### src/include/rcf_pkg.sv
// Constants, register map, event carrier and helpers for the reset-cause flag block
package rcf_pkg;

  // ----------------------------------------------------------------
  // Widths
  // ----------------------------------------------------------------
  localparam int DATA_W = 32;
  localparam int ADDR_W = 8;
  localparam int FLAG_W = 16;

  // ----------------------------------------------------------------
  // Register byte offsets
  // ----------------------------------------------------------------
  localparam logic [ADDR_W-1:0] OFF_CAUSE = 8'h00;
  localparam logic [ADDR_W-1:0] OFF_IRQ_STAT = 8'h04;
  localparam logic [ADDR_W-1:0] OFF_IRQ_MASK = 8'h08;
  localparam logic [ADDR_W-1:0] OFF_WDT_STAT = 8'h0c;

  // ----------------------------------------------------------------
  // Cause register fields
  // ----------------------------------------------------------------
  localparam int BIT_TRAP = 15;
  localparam int BIT_ILLOP = 14;
  localparam int BIT_PIN = 7;
  localparam int BIT_SOFT = 6;
  localparam int BIT_WDTEN = 5;
  localparam int BIT_WDT_TIMEOUT = 4;
  localparam int BIT_SLEEP = 3;
  localparam int BIT_IDLE = 2;
  localparam int BIT_BROWNOUT = 1;
  localparam int BIT_POR = 0;

  // Watchdog status register fields
  localparam int WDT_BIT_ACTIVE = 0;
  localparam int WDT_BIT_FUSE = 1;

  // ----------------------------------------------------------------
  // Masks and reset values
  // ----------------------------------------------------------------
  localparam logic [FLAG_W-1:0] CAUSE_IMPL_MASK = 16'hc0ff;
  localparam logic [FLAG_W-1:0] EVENT_MASK = 16'hc0df;
  localparam logic [FLAG_W-1:0] CAUSE_RESET = 16'h0003;
  localparam logic [FLAG_W-1:0] IRQ_RESET = 16'h0000;
  localparam logic [FLAG_W-1:0] POR_CLR_MASK = 16'hc0fe;
  localparam logic [FLAG_W-1:0] BROWNOUT_CLR_MASK = 16'hc05c;
  localparam logic [FLAG_W-1:0] SAVE_CLR_MASK = 16'h0010;

  // AXI responses
  localparam logic [1:0] RESP_OKAY = 2'h0;
  localparam logic [1:0] RESP_SLVERR = 2'h2;

  // ----------------------------------------------------------------
  // Event carrier: one-cycle pulses from reset sources and decoder
  // ----------------------------------------------------------------
  typedef struct packed {
    logic trapConflict;
    logic illegalOp;
    logic pinReset;
    logic softReset;
    logic wdtTimeout;
    logic saveSleep;
    logic saveIdle;
    logic brownoutRst;
    logic powerOnRst;
  } rcf_events_t;

  // Event pulses laid out as cause register bits
  function automatic logic [FLAG_W-1:0] event_set_vec(rcf_events_t e);
    logic [FLAG_W-1:0] v;
    v = '0;
    v[BIT_TRAP] = e.trapConflict;
    v[BIT_ILLOP] = e.illegalOp;
    v[BIT_PIN] = e.pinReset;
    v[BIT_SOFT] = e.softReset;
    v[BIT_WDT_TIMEOUT] = e.wdtTimeout;
    v[BIT_SLEEP] = e.saveSleep;
    v[BIT_IDLE] = e.saveIdle;
    v[BIT_BROWNOUT] = e.brownoutRst | e.powerOnRst;
    v[BIT_POR] = e.powerOnRst;
    return v;
  endfunction

  // Byte lane strobes widened to a flag mask
  function automatic logic [FLAG_W-1:0] lane_mask(logic [1:0] strb);
    return {{8{strb[1]}}, {8{strb[0]}}};
  endfunction

endpackage

### src/logic/rcf_flag_bank.sv
// Bank of flag flip-flops with software and hardware set and clear
`timescale 1ns/1ps
module rcf_flag_bank #(
  parameter logic [15:0] RESET_VAL = 16'h0000
) (
  // Clock and reset
  input wire logic clk,
  input wire logic arst_n,
  // Software side
  input wire logic [15:0] swSet,
  input wire logic [15:0] swClr,
  // Hardware side
  input wire logic [15:0] hwSet,
  input wire logic [15:0] hwClr,
  // Flags
  output logic [15:0] flags
);

  // ----------------------------------------------------------------
  // One cell per bit; hardware set always wins
  // ----------------------------------------------------------------
  genvar i;
  generate
    for (i = 0; i < 16; i++)
    begin : g_cell
      always_ff @(posedge clk or negedge arst_n)
      begin
        if (!arst_n)
        begin
          flags[i] <= RESET_VAL[i];
        end
        else if (hwSet[i])
        begin
          flags[i] <= 1'b1;
        end
        else if (hwClr[i])
        begin
          flags[i] <= 1'b0;
        end
        else if (swSet[i])
        begin
          flags[i] <= 1'b1;
        end
        else if (swClr[i])
        begin
          flags[i] <= 1'b0;
        end
      end
    end
  endgenerate

endmodule

### src/logic/rcf_top.sv
// Reset-cause flag register block with AXI4-Lite slave and interrupt
`timescale 1ns/1ps
module rcf_top (
  // Clock and reset
  input wire logic clk,
  input wire logic arst_n,
  // Reset source and power-save event pulses
  input wire rcf_pkg::rcf_events_t events,
  // Configuration fuse
  input wire logic wdtFuseEnable,
  // AXI4-Lite write address
  input wire logic [7:0] awaddr,
  input wire logic [2:0] awprot,
  input wire logic awvalid,
  output logic awready,
  // AXI4-Lite write data
  input wire logic [31:0] wdata,
  input wire logic [3:0] wstrb,
  input wire logic wvalid,
  output logic wready,
  // AXI4-Lite write response
  output logic [1:0] bresp,
  output logic bvalid,
  input wire logic bready,
  // AXI4-Lite read address
  input wire logic [7:0] araddr,
  input wire logic [2:0] arprot,
  input wire logic arvalid,
  output logic arready,
  // AXI4-Lite read data
  output logic [31:0] rdata,
  output logic [1:0] rresp,
  output logic rvalid,
  input wire logic rready,
  // Block outputs
  output logic irq,
  output logic wdtEnable
);

  // ----------------------------------------------------------------
  // Address decode
  // ----------------------------------------------------------------
  function automatic logic is_reg(logic [7:0] addr, logic [7:0] off);
    return addr[7:2] == off[7:2];
  endfunction

  function automatic logic is_mapped(logic [7:0] addr);
    return is_reg(addr, rcf_pkg::OFF_CAUSE) | is_reg(addr, rcf_pkg::OFF_IRQ_STAT)
      | is_reg(addr, rcf_pkg::OFF_IRQ_MASK) | is_reg(addr, rcf_pkg::OFF_WDT_STAT);
  endfunction

  // ----------------------------------------------------------------
  // Declarations
  // ----------------------------------------------------------------
  logic awready_reg;
  logic awready_next;
  logic wready_reg;
  logic wready_next;
  logic awHeld_reg;
  logic awHeld_next;
  logic wHeld_reg;
  logic wHeld_next;
  logic [7:0] awAddr_reg;
  logic [31:0] wData_reg;
  logic [3:0] wStrb_reg;
  logic bvalid_reg;
  logic bvalid_next;
  logic [1:0] bresp_reg;
  logic arready_reg;
  logic rvalid_reg;
  logic [31:0] rdata_reg;
  logic [1:0] rresp_reg;
  logic irq_reg;
  logic wdtEnable_reg;
  logic [15:0] irqMask_reg;

  logic awTake;
  logic wTake;
  logic doWrite;
  logic bDone;
  logic arTake;
  logic rDone;
  logic [15:0] laneMask;
  logic [15:0] wordBits;
  logic weCause;
  logic weIrqStat;
  logic weIrqMask;

  logic [15:0] causeFlags;
  logic [15:0] causeSwSet;
  logic [15:0] causeSwClr;
  logic [15:0] causeHwSet;
  logic [15:0] causeHwClr;
  logic [15:0] irqStat;
  logic [15:0] irqSwClr;
  logic [15:0] eventVec;
  logic [31:0] readWord;

  // ----------------------------------------------------------------
  // Write channel handshakes
  // ----------------------------------------------------------------
  assign awTake = awvalid & awready_reg;
  assign wTake = wvalid & wready_reg;
  assign doWrite = awHeld_reg & wHeld_reg & ~bvalid_reg;
  assign bDone = bvalid_reg & bready;

  always_comb
  begin
    awHeld_next = awHeld_reg | awTake;
    wHeld_next = wHeld_reg | wTake;
    bvalid_next = bvalid_reg & ~bDone;
    if (doWrite)
    begin
      awHeld_next = 1'b0;
      wHeld_next = 1'b0;
      bvalid_next = 1'b1;
    end
    awready_next = ~awHeld_next & ~bvalid_next;
    wready_next = ~wHeld_next & ~bvalid_next;
  end

  always_ff @(posedge clk or negedge arst_n)
  begin
    if (!arst_n)
    begin
      awready_reg <= 1'b1;
      wready_reg <= 1'b1;
      awHeld_reg <= 1'b0;
      wHeld_reg <= 1'b0;
      bvalid_reg <= 1'b0;
    end
    else
    begin
      awready_reg <= awready_next;
      wready_reg <= wready_next;
      awHeld_reg <= awHeld_next;
      wHeld_reg <= wHeld_next;
      bvalid_reg <= bvalid_next;
    end
  end

  // Captured address and data
  always_ff @(posedge clk or negedge arst_n)
  begin
    if (!arst_n)
    begin
      awAddr_reg <= 8'h00;
      wData_reg <= 32'h0000_0000;
      wStrb_reg <= 4'h0;
    end
    else
    begin
      if (awTake)
      begin
        awAddr_reg <= awaddr;
      end
      if (wTake)
      begin
        wData_reg <= wdata;
        wStrb_reg <= wstrb;
      end
    end
  end

  // Response code: unmapped writes are refused
  always_ff @(posedge clk or negedge arst_n)
  begin
    if (!arst_n)
    begin
      bresp_reg <= rcf_pkg::RESP_OKAY;
    end
    else if (doWrite)
    begin
      bresp_reg <= is_mapped(awAddr_reg) ? rcf_pkg::RESP_OKAY : rcf_pkg::RESP_SLVERR;
    end
  end

  // ----------------------------------------------------------------
  // Register write decode
  // ----------------------------------------------------------------
  assign laneMask = rcf_pkg::lane_mask(wStrb_reg[1:0]);
  assign wordBits = wData_reg[15:0];
  assign weCause = doWrite & is_reg(awAddr_reg, rcf_pkg::OFF_CAUSE);
  assign weIrqStat = doWrite & is_reg(awAddr_reg, rcf_pkg::OFF_IRQ_STAT);
  assign weIrqMask = doWrite & is_reg(awAddr_reg, rcf_pkg::OFF_IRQ_MASK);

  // Ordinary write sets and clears flags; nothing here feeds any reset
  assign causeSwSet = {16{weCause}} & laneMask & wordBits
    & rcf_pkg::CAUSE_IMPL_MASK;
  assign causeSwClr = {16{weCause}} & laneMask & ~wordBits
    & rcf_pkg::CAUSE_IMPL_MASK;

  // ----------------------------------------------------------------
  // Hardware set and clear of the cause flags
  // ----------------------------------------------------------------
  assign eventVec = rcf_pkg::event_set_vec(events);

  // Sources set their own bit; power-on and brown-out set the brown-out bit
  assign causeHwSet = eventVec
    & rcf_pkg::EVENT_MASK;

  always_comb
  begin
    causeHwClr = '0;
    if (events.powerOnRst)
    begin
      causeHwClr = causeHwClr | rcf_pkg::POR_CLR_MASK;
    end
    if (events.brownoutRst)
    begin
      causeHwClr = causeHwClr | rcf_pkg::BROWNOUT_CLR_MASK;
    end
    if (events.saveSleep | events.saveIdle)
    begin
      causeHwClr = causeHwClr | rcf_pkg::SAVE_CLR_MASK;
    end
  end

  rcf_flag_bank #(
    .RESET_VAL(rcf_pkg::CAUSE_RESET)
  ) u_cause (
    .clk(clk),
    .arst_n(arst_n),
    .swSet(causeSwSet),
    .swClr(causeSwClr),
    .hwSet(causeHwSet),
    .hwClr(causeHwClr),
    .flags(causeFlags)
  );

  // ----------------------------------------------------------------
  // Interrupt status (write one to clear) and mask
  // ----------------------------------------------------------------
  assign irqSwClr = {16{weIrqStat}} & laneMask & wordBits & rcf_pkg::EVENT_MASK;

  rcf_flag_bank #(
    .RESET_VAL(rcf_pkg::IRQ_RESET)
  ) u_irq (
    .clk(clk),
    .arst_n(arst_n),
    .swSet(16'h0000),
    .swClr(irqSwClr),
    .hwSet(causeHwSet),
    .hwClr(16'h0000),
    .flags(irqStat)
  );

  always_ff @(posedge clk or negedge arst_n)
  begin
    if (!arst_n)
    begin
      irqMask_reg <= rcf_pkg::IRQ_RESET;
    end
    else if (weIrqMask)
    begin
      irqMask_reg <= (irqMask_reg & ~laneMask) | (wordBits & laneMask & rcf_pkg::EVENT_MASK);
    end
  end

  always_ff @(posedge clk or negedge arst_n)
  begin
    if (!arst_n)
    begin
      irq_reg <= 1'b0;
    end
    else
    begin
      irq_reg <= |(irqStat & irqMask_reg);
    end
  end

  // ----------------------------------------------------------------
  // Watchdog enable: fuse forces it on
  // ----------------------------------------------------------------
  always_ff @(posedge clk or negedge arst_n)
  begin
    if (!arst_n)
    begin
      wdtEnable_reg <= 1'b0;
    end
    else
    begin
      wdtEnable_reg <= wdtFuseEnable | causeFlags[rcf_pkg::BIT_WDTEN];
    end
  end

  // ----------------------------------------------------------------
  // Read channel
  // ----------------------------------------------------------------
  assign arTake = arvalid & arready_reg;
  assign rDone = rvalid_reg & rready;

  always_comb
  begin
    readWord = 32'h0000_0000;
    if (is_reg(araddr, rcf_pkg::OFF_CAUSE))
    begin
      readWord[15:0] = causeFlags & rcf_pkg::CAUSE_IMPL_MASK;
    end
    else if (is_reg(araddr, rcf_pkg::OFF_IRQ_STAT))
    begin
      readWord[15:0] = irqStat;
    end
    else if (is_reg(araddr, rcf_pkg::OFF_IRQ_MASK))
    begin
      readWord[15:0] = irqMask_reg;
    end
    else if (is_reg(araddr, rcf_pkg::OFF_WDT_STAT))
    begin
      readWord[rcf_pkg::WDT_BIT_ACTIVE] = wdtEnable_reg;
      readWord[rcf_pkg::WDT_BIT_FUSE] = wdtFuseEnable;
    end
  end

  always_ff @(posedge clk or negedge arst_n)
  begin
    if (!arst_n)
    begin
      arready_reg <= 1'b1;
      rvalid_reg <= 1'b0;
    end
    else if (arTake)
    begin
      arready_reg <= 1'b0;
      rvalid_reg <= 1'b1;
    end
    else if (rDone)
    begin
      arready_reg <= 1'b1;
      rvalid_reg <= 1'b0;
    end
  end

  always_ff @(posedge clk or negedge arst_n)
  begin
    if (!arst_n)
    begin
      rdata_reg <= 32'h0000_0000;
      rresp_reg <= rcf_pkg::RESP_OKAY;
    end
    else if (arTake)
    begin
      rdata_reg <= readWord;
      rresp_reg <= is_mapped(araddr) ? rcf_pkg::RESP_OKAY : rcf_pkg::RESP_SLVERR;
    end
  end

  // ----------------------------------------------------------------
  // Outputs
  // ----------------------------------------------------------------
  assign awready = awready_reg;
  assign wready = wready_reg;
  assign bvalid = bvalid_reg;
  assign bresp = bresp_reg;
  assign arready = arready_reg;
  assign rvalid = rvalid_reg;
  assign rdata = rdata_reg;
  assign rresp = rresp_reg;
  assign irq = irq_reg;
  assign wdtEnable = wdtEnable_reg;

endmodule

### config.mk
export PLATFORM = sky130hd
export DESIGN_NAME = rcf_top
export DESIGN_NICKNAME = d
export VERILOG_FILES = /design/src/include/rcf_pkg.sv /design/src/logic/rcf_flag_bank.sv /design/src/logic/rcf_top.sv
export SDC_FILE = /design/constraint.sdc
export NUM_CORES = 1
export LEC_CHECK = 0
export ABC_AREA = 1
export ABC_CLOCK_PERIOD_IN_PS = 3500
export BUFFER_PORTS_ARGS = -buffer_cell sky130_fd_sc_hd__buf_4
export CAP_MARGIN = 25
export CORE_MARGIN = 4
export CORE_UTILIZATION = 60
export CTS_BUF_LIST = sky130_fd_sc_hd__clkbuf_4 sky130_fd_sc_hd__clkbuf_8
export CTS_CLUSTER_DIAMETER = 60
export DETAILED_ROUTE_END_ITERATION = 6
export GPL_ROUTABILITY_DRIVEN = 0
export PLACE_DENSITY = 0.95
export RECOVER_POWER = 50
export SLEW_MARGIN = 20
export SYNTH_ARGS = -nofsm -noshare
export SYNTH_HDL_FRONTEND = slang
export SYNTH_HIERARCHICAL = 1
export SYNTH_SLANG_ARGS = --single-unit
export TNS_END_PERCENT = 50
### constraint.sdc
create_clock -name clk -period 3.5 [get_ports clk]
set_clock_uncertainty 0.2 [all_clocks]
set_input_delay 0.35 -clock clk [delete_from_list [all_inputs] [get_ports clk]]
set_output_delay 0.35 -clock clk [all_outputs]
set_load 0.01 [all_outputs]
==> results of run 1 <==
[power breakdown]
group	leakage, nW	switching [W]	total [W]	internal, W
clock network	0.146	0.000364	0.00100	0.000637
registers	1.07	0.000175	0.00143	0.00126
logic	1.76	0.000509	0.000799	0.000290
[layout by cell type, fill, tap and decap left out]
cell and instances:
nand2_1 145, conb_1 107, nor2_1 93, dfrtp_1 82, nand3_1 76, buf_4 64, inv_1 62, a21oi_1 28
o21ai_0 21, dlygate4sd3_1 18, nor2_2 12, clkbuf_8 10, nand4_1 9, o21ai_2 7, dfstp_2 5, bufinv_16 5
nand3_4 2, inv_2 2, nor2_4 2, nand4_2 1, nand4_4 1, or2_2 1, or3_1 1, clkinv_1 1
and2_1 1, clkinv_2 1, clkbuf_1 1, clkbuf_4 1, buf_16 1
[cell type report]
type / instances / area [µm²]
Multi-Input combinational cell: 507 / 2220
Clock buffer: 10 / 138
Fill cell: 472 / 1490
Inverter: 65 / 244
Sequential cell: 87 / 2180
Tap cell: 99 / 124
Timing Repair Buffer: 85 / 699
Clock inverter: 6 / 155
[through the flow]
| stage | utilization (%) | instance area, µm² | hold WS, ps |
|---|---|---|---|
| finish | 79.5 | 5770 | 4.07 |
| global route | 79.5 | 5770 | 1.51 |
| CTS | 79.8 | 5790 | 0.999 |
| detailed placement | 73.3 | 5310 | 102 |
| global placement | 72.9 | 5290 | 262 |
| floorplan | - | 4890 | -146 |
[routing by layer]
metal	routed length, µm	share of wire (%)	vias up
li1	-	-	2070
met3	858	7.7	33
met1	4250	38	1978
met4	303	2.7	0
met5	0	0	-
met2	5710	51	183
[timing repair]
item / in CTS / in global routing
endpoints found under the setup margin: 0 / 0
endpoints found under the hold margin: 46 / 0
hold buffers: 18 / 0
[worst min-delay path, delay by kind of cell]
kind,cells,cell delay (ps)
and+or+nand+nor,1,50
AOI/OAI and AO/OA,1,70
buffers and inverters,1,80
[path summary, 6_finish.rpt]
path,cells past startpoint,endpoint,from,slack (ps)
max,8,u_cause/flags[2],bvalid,1070
min,3,wData_reg[7],wdata[7],4
max reg2reg,8,u_cause/flags[2],bvalid,1070
min reg2reg,2,rdata[15],rdata[15],290
max in group asynchronous,3,wready,arst_n,1340
min in group asynchronous,2,rdata[6],arst_n,750
==> flow_summary.yaml, run 1 <==
cts:
  clock_sink_count: 87
  ctsResizeCount: 0
  clk_latency_ps: 370
  cts.htree.levels: 3
  cts_setup_buffers: 0
  cts-root-buf: "clkbuf_8"
  path_clk_slew_ps: 90
  cts_tree: "built"
  cts-buffers-inserted: 9
  cts_buffer_depth: 2
timing:
  hold_viol: 0
  rsz0062_at_grt: "false"
  period_share_pct: 69.5
  fin_ws_ps: 1070
  relSlewSlack_pct: -10.2
  timing.fmax_mhz: 411
  worst_pin_slew_ps: 1650
  fin_crit_ps: 2430
  final_max_slew_viol_count: 30
  setup_viol: 0
  timing.setup.tns_ps: 0
critical_path:
  critPathBufInv: 1
  critPathMaxFanout: 16
  path_cells: "inv_1 > nand3_4 > nor2_1 > nand4_4 > nor2_1 > nor2_1 > nand3_1 > nand2_1"
  critPathMostFrequentCell: "nor2_1"
  crit_family: "simple AND/OR/NAND/NOR gates"
  crit_required_ps: 3550
  crit_type: "reg2reg"
  cp_slowest_cell: "nor2_1"
  setup.worst_path.end_class: "register"
  startpoint_type: "register"
  worstPathArrival_ps: 2480
  slowest_delay_ps: 520
final_layout:
  drive_above_1_share_pct: 15.1
  nets: 830
  areaGrowthSynthToFinish_pct: 28.3
  layout.cells.non_filler: 859
  antennaDiodeCount: 0
floorplanning:
  start_util_pct: 62.0
  die_height_um: 94.5
  die_x_um: 94.5
  io_pins: 118
  fp.coreArea_um2: 7250
  die_area_um2: 8940
  rows: 31
global_routing:
  grt_max_degree: 59
  grt_pass1_vias: 4216
  grt.busiest_layer: "met2"
  antenna_found_initial: 0
  grtUsageMet2_pct: 47.4
  grt_overflow: 0
  grt_pass1_wl_um: 18800
  grt.met3_usage_pct: 5.66
  use_met1_pct: 32.2
  grt_util_all_layers_pct: 27.1
power:
  p_leak_nw: 2.98
  total_power_w: 0.00323
  vdd_drop_max_v: 0.000459
  power.density_nw_per_um2: 560
synth:
  yosysWarningCount: 6
  netlist_area_um2: 4490
  syn_inst: 584
  synth.avg_cell_area_um2: 7.70
detailed_routing:
  drc_errors: 0
  dr.pass1.iters: 5
  routedWlPerCell_um: 12.9
  vias_per_cell: 4.96
  vias: 4264
  wl_um: 11100
  drt_iter0_drc: 386
  ant_nets: 0
placement:
  place_ws_ps: 1260
  dp_hpwl_um: 7480
  placed_cells: 825
  io_buffers: 65
run_status:
  violations: "max-capacitance violations, max-slew violations"
  status: "finished with violations"
flow_run:
  cap_violations: 1
worst_hold_path:
  hold_path_class: "in2reg"
Note: power is estimated with default switching activity, not from simulation.
==> run 2, diff against run 1 <==
--- a/config.mk
+++ b/config.mk
@@ -5,17 +5,17 @@
 export SDC_FILE = /design/constraint.sdc
 export NUM_CORES = 1
 export LEC_CHECK = 0
-export ABC_AREA = 1
-export ABC_CLOCK_PERIOD_IN_PS = 3500
+export ABC_AREA = 0
+export ABC_CLOCK_PERIOD_IN_PS = 2100
 export BUFFER_PORTS_ARGS = -buffer_cell sky130_fd_sc_hd__buf_4
 export CAP_MARGIN = 25
 export CORE_MARGIN = 4
-export CORE_UTILIZATION = 60
+export CORE_UTILIZATION = 49
 export CTS_BUF_LIST = sky130_fd_sc_hd__clkbuf_4 sky130_fd_sc_hd__clkbuf_8
 export CTS_CLUSTER_DIAMETER = 60
 export DETAILED_ROUTE_END_ITERATION = 6
 export GPL_ROUTABILITY_DRIVEN = 0
-export PLACE_DENSITY = 0.95
+export PLACE_DENSITY = 0.89
 export RECOVER_POWER = 50
 export SLEW_MARGIN = 20
 export SYNTH_ARGS = -nofsm -noshare
==> constraint.sdc (replaced) <==
create_clock -name clk -period 2.1 [get_ports clk]
set_clock_uncertainty 0.2 [all_clocks]
set_input_delay 0.21 -clock clk [delete_from_list [all_inputs] [get_ports clk]]
set_output_delay 0.21 -clock clk [all_outputs]
set_load 0.01 [all_outputs]
==> run 2 against run 1 <==
  * The run ends with negative setup slack left
  * Cell area shrank 3.9%
  * Register-to-register slack lost 1200 ps
  * Final cell count shrank 24%
  * Via count shrank 24%
  * Clock power grew 19%
  * Critical path type unchanged
  * Critical endpoint is now u_cause/flags[5]
  * Highest routed layer unchanged
==> flow_summary.yaml, run 2 <==
power:
  power.density_nw_per_um2: 886
  p_sw_share_pct: 30.9
  combPwrFrac_pct: 25.5
  switchingPower_w: 0.00152
  p_seq_share_pct: 50.1
  pwr-share-clk_pct: 24.3
  p_leak_nw: 2.66
  p_int_w: 0.00340
  vdd_drop_max_v: 0.000792
timing:
  fin_ws_ps: -164
  setup_viol: 19
  final_max_slew_viol_count: 0
  relSlewSlack_pct: 52.2
  rsz0062_at_grt: "true"
  timing.fmax_mhz: 442
  worst_pin_slew_ps: 717
  period_share_pct: 108
  hold_viol: 0
  fin_crit_ps: 2260
detailed_routing:
  wl_um: 9910
  dr.pass1.iters: 4
  vias: 3232
  ant_nets: 0
  routedWlPerCell_um: 15.2
  drc_errors: 0
  vias_per_cell: 4.96
  drt_iter0_drc: 135
final_layout:
  layout_commonest_cell: "conb_1"
  layout.cells.non_filler: 652
  drive_above_1_share_pct: 27.1
  nets: 620
  antennaDiodeCount: 0
  areaGrowthSynthToFinish_pct: 37.4
  final_cell_area_um2: 5540
  mostFrequentLayoutCells: "83 x conb_1, 82 x dfrtp_1, 81 x buf_4"
floorplanning:
  die_area_um2: 9750
  fp.coreArea_um2: 7890
  die_height_um: 98.8
  rows: 32
  die_x_um: 98.8
  io_pins: 118
  start_util_pct: 51.2
critical_path:
  setup.worst_path.end_class: "register"
  slowest_delay_ps: 560
  path_cells: "or4_4 > or4_4 > nor2_2 > nor2_1 > a221o_1"
  startpoint_type: "register"
  reg2reg_setup_slack_ps: -160
  crit_type: "reg2reg"
  cp_slowest_cell: "or4_4"
  critPathMostFrequentCell: "or4_4"
  reg2reg_depth: 5
  worstPathArrival_ps: 2310
  crit_required_ps: 2150
  critPathMaxFanout: 8
global_routing:
  grt_util_all_layers_pct: 21.1
  grt_pass1_vias: 3420
  antenna_found_initial: 0
  grt_max_degree: 30
  grt_overflow: 0
  grt_pass1_wl_um: 16400
synth:
  yosysWarningCount: 6
  syn_inst: 356
  netlist_area_um2: 4040
  synth.avg_cell_area_um2: 11.3
flow_run:
  cap_violations: 0
cts:
  cts_buffer_depth: 2
  cts-root-buf: "clkbuf_8"
  cts-buffers-inserted: 9
  clock_sink_count: 87
  cts.htree.levels: 3
  clk_latency_ps: 360
  path_clk_slew_ps: 80
  cts_tree: "built"
placement:
  io_buffers: 65
  place_ws_ps: -149
  placed_cell_area_um2: 4940
  placed_cells: 597
  dp_hpwl_um: 6930
worst_hold_path:
  hold_path_class: "in2reg"
  hold_depth: 3
run_status:
  violations: "negative setup slack"
  status: "finished with violations"
## run 2: per-stage QoR
| stage | setup TNS [ps] | utilization [%] | hold WS [ps] | power, W |
|---|---|---|---|---|
| 3_3_place_gp | -1070 | 62.6 | -41.3 | 0.00347 |
| 6_report | -1890 | 70.3 | 101 | 0.00491 |
| 2_1_floorplan | -921 | - | -286 | 0.00305 |
| 3_5_place_dp | -1570 | 62.6 | -38.5 | 0.00357 |
| 5_1_grt | -3340 | 70.3 | 110 | 0.00516 |
| 4_1_cts | -1500 | 69.9 | 87.2 | 0.00483 |
## run 2: critical path, delay by kind of cell (launching register included)
family | cells | cell delay [ps]
AND/OR/NAND/NOR | 4 | 1270
flip-flops | 1 | 390
AO/OA/AOI/OAI | 1 | 290
## run 2: worst paths after layout
check / from / endpoint
setup / recovery: awAddr_reg[6] / u_cause/flags[5]
setup reg to reg: awAddr_reg[6] / u_cause/flags[5]
max in group asynchronous: arst_n / rresp[1]
hold reg to reg: rdata[14] / rdata[14]
hold / removal: araddr[3] / rdata[5]
min in group asynchronous: arst_n / async pin
## run 2: area by class of cell
type	count	area, µm²
Multi-Input combinational cell	297	1930
Inverter	28	105
Timing Repair Buffer	122	996
Clock inverter	3	42.5
Fill cell	548	2340
Sequential cell	87	2180
Clock buffer	13	160
Tap cell	102	128
## run 2: what timing repair did
item / 4_1_cts / 5_1_grt
hold buffers: 36 / 0
resized for setup: 0 / 8
setup endpoints to repair: 17 / 19
endpoints found under the hold margin: 127 / 0
pin swaps: 6 / 1
setup buffers: 1 / 2
## run 2: per-layer routing
| layer | GRT usage [%] | vias to the layer above | routed length, µm |
|---|---|---|---|
| met1 | 25.2 | 1569 | 3970 |
| met2 | 37.8 | 103 | 5290 |
| met4 | 7.67 | 0 | 122 |
| met3 | 3.96 | 13 | 533 |
| li1 | - | 1547 | - |
| met5 | 0 | - | 0 |
## run 2: power groups by stage
stage          clock, W  combinational [W]  sequential, W
2_1_floorplan         0           0.000674        0.00237
3_3_place_gp          0            0.00107        0.00240
3_5_place_dp          0            0.00112        0.00245
4_1_cts         0.00121            0.00120        0.00241
5_1_grt         0.00128            0.00138        0.00251
6_report        0.00119            0.00125        0.00246
==> run 3, diff against run 2 <==
--- a/config.mk
+++ b/config.mk
@@ -16,7 +16,7 @@
 export DETAILED_ROUTE_END_ITERATION = 6
 export GPL_ROUTABILITY_DRIVEN = 0
 export PLACE_DENSITY = 0.89
-export RECOVER_POWER = 50
+export RECOVER_POWER = 100
 export SLEW_MARGIN = 20
 export SYNTH_ARGS = -nofsm -noshare
 export SYNTH_HDL_FRONTEND = slang
==> run 3 against run 2 <==
  * The flow still finishes with violations (negative setup slack)
  * Final cell count unchanged
  * Critical path depth unchanged
  * Cell area decreased by 1.9%
  * Sequential share of layout area increased by 0.75 points
  * Utilization decreased by 1.3 points
  * Die area unchanged
  * Clock-buffer cell count unchanged
  * Flip-flop and latch count unchanged
  * Maximum frequency decreased by 0.39%
  * Global-route usage unchanged
  * Non-clock buffer count unchanged
  * Highest routed layer unchanged
==> flow_summary.yaml, run 3 (same netlist as run 2, synthesis figures left out) <==
run_status:
  status: "finished with violations"
  violations: "negative setup slack"
final_layout:
  antennaDiodeCount: 0
  fin_util_pct: 69.0
  areaGrowthSynthToFinish_pct: 34.8
  drive_above_1_share_pct: 21.8
  layout_commonest_cell: "conb_1"
  nets: 620
  layout.cells.non_filler: 652
  mostFrequentLayoutCells: "83 x conb_1, 82 x dfrtp_1, 53 x buf_4"
detailed_routing:
  wl_met2_um: 5280
  drc_errors: 0
  wl_met3_um: 495
  vias: 3237
  vias_per_cell: 4.96
  met1_length_um: 4040
  ant_nets: 0
  top_layer: "met4"
  drt_iter0_drc: 133
  dr.pass1.iters: 4
  wl_um: 9930
  routedWlPerCell_um: 15.2
critical_path:
  crit_required_ps: 2150
  startpoint_type: "register"
  critPathMostFrequentCell: "or4_4"
  slowest_delay_ps: 560
  crit_family: "simple AND/OR/NAND/NOR gates"
  cp_slowest_cell: "or4_4"
  critPathBufInv: 0
  worstPathArrival_ps: 2320
  crit_type: "reg2reg"
  critPathMaxFanout: 8
  setup.worst_path.end_class: "register"
  path_cells: "or4_4 > or4_4 > nor2_2 > nor2_1 > a221o_1"
cts:
  cts.htree.levels: 3
  clk_latency_ps: 370
  path_clk_slew_ps: 90
  clock_sink_count: 87
  cts-root-buf: "clkbuf_8"
  cts_tree: "built"
  cts-buffers-inserted: 9
  cts_buffer_depth: 2
timing:
  final_max_slew_viol_count: 0
  period_share_pct: 108
  timing.fmax_mhz: 440
  hold_viol: 0
  fin_crit_ps: 2270
  setup_viol: 19
  worst_pin_slew_ps: 724
  timing.setup.tns_ps: -1930
  rsz0062_at_grt: "true"
  fin_ws_ps: -173
  relSlewSlack_pct: 51.8
power:
  p_leak_nw: 2.55
  power.density_nw_per_um2: 892
  vdd_drop_max_v: 0.000762
global_routing:
  antenna_found_initial: 0
  grt_overflow: 0
  grt_max_degree: 30
  grt_pass1_wl_um: 16400
  grt_util_all_layers_pct: 21.1
  grt_pass1_vias: 3420
floorplanning:
  rows: 32
  fp.coreArea_um2: 7890
  io_pins: 118
  start_util_pct: 51.2
  die_height_um: 98.8
  die_x_um: 98.8
  die_area_um2: 9750
worst_hold_path:
  hold_path_class: "in2reg"
placement:
  placed_cells: 597
  io_buffers: 65
  dp_hpwl_um: 6930
flow_run:
  cap_violations: 0
[run 3: changes by cell type in the layout (fill, tap and decap cells not counted)]
cell | previous run | this run
buf_4 | 81 | 53
dfstp_1 | 0 | 1
mux2_2 | 27 | 26
clkbuf_1 | 0 | 27
clkbuf_2 | 4 | 5
mux2_1 | 0 | 1
dfstp_2 | 5 | 4
[run 3: area by class of cell]
cell class	count	area, µm²
Fill cell	582	2450
Sequential cell	87	2180
Multi-Input combinational cell	297	1930
Timing Repair Buffer	122	892
Clock buffer	13	160
Tap cell	102	128
Inverter	28	105
Clock inverter	3	42.5
[run 3: timing repair]
action / CTS / global route
pin swaps: 6 / 1
cloned: 0 / 0
hold buffers: 36 / 0
gates resized for setup: 0 / 8
endpoints found under the hold margin: 127 / 0
setup endpoints to repair: 17 / 19
buffers inserted: 1 / 2
[run 3: where the power goes]
group          switching [W]  internal (W)  leakage [nW]
registers           0.000398       0.00206          1.06
logic               0.000542      0.000656          1.39
clock network       0.000576      0.000621         0.104
total                0.00152       0.00334          2.55
[run 3: metal layers]
layer,GRT usage [%],vias to the layer above
met2,37.8,100
met1,25.2,1575
met5,0,-
met4,7.67,0
met3,3.96,11
li1,-,1551
[run 3: stage by stage]
step	hold WS (ps)	setup slack (ps)	cell area (µm²)	power, W
CTS	87.2	-141	5510	0.00483
finish	101	-173	5440	0.00485
detailed placement	-38.5	-149	4940	0.00357
global route	110	-228	5440	0.00510
global placement	-41.3	-112	4940	0.00347
floorplan	-286	-122	4350	0.00305
[run 3: worst paths after layout]
path                                from          endpoint  slack (ps)  cells past startpoint
setup / recovery           awAddr_reg[6]  u_cause/flags[5]        -170                      5
hold / removal                 araddr[3]          rdata[5]         100                      3
setup reg to reg           awAddr_reg[6]  u_cause/flags[5]        -170                      5
hold reg to reg                 rdata[2]          rdata[2]         280                      2
max in group asynchronous         arst_n          rresp[1]         340                      3
min in group asynchronous         arst_n         async pin         220                      2
[run 3: worst min-delay path, delay by kind of cell]
| family | cells | cell delay [ps] |
|---|---|---|
| AO/OA/AOI/OAI | 2 | 260 |
| buffers and inverters | 1 | 160 |
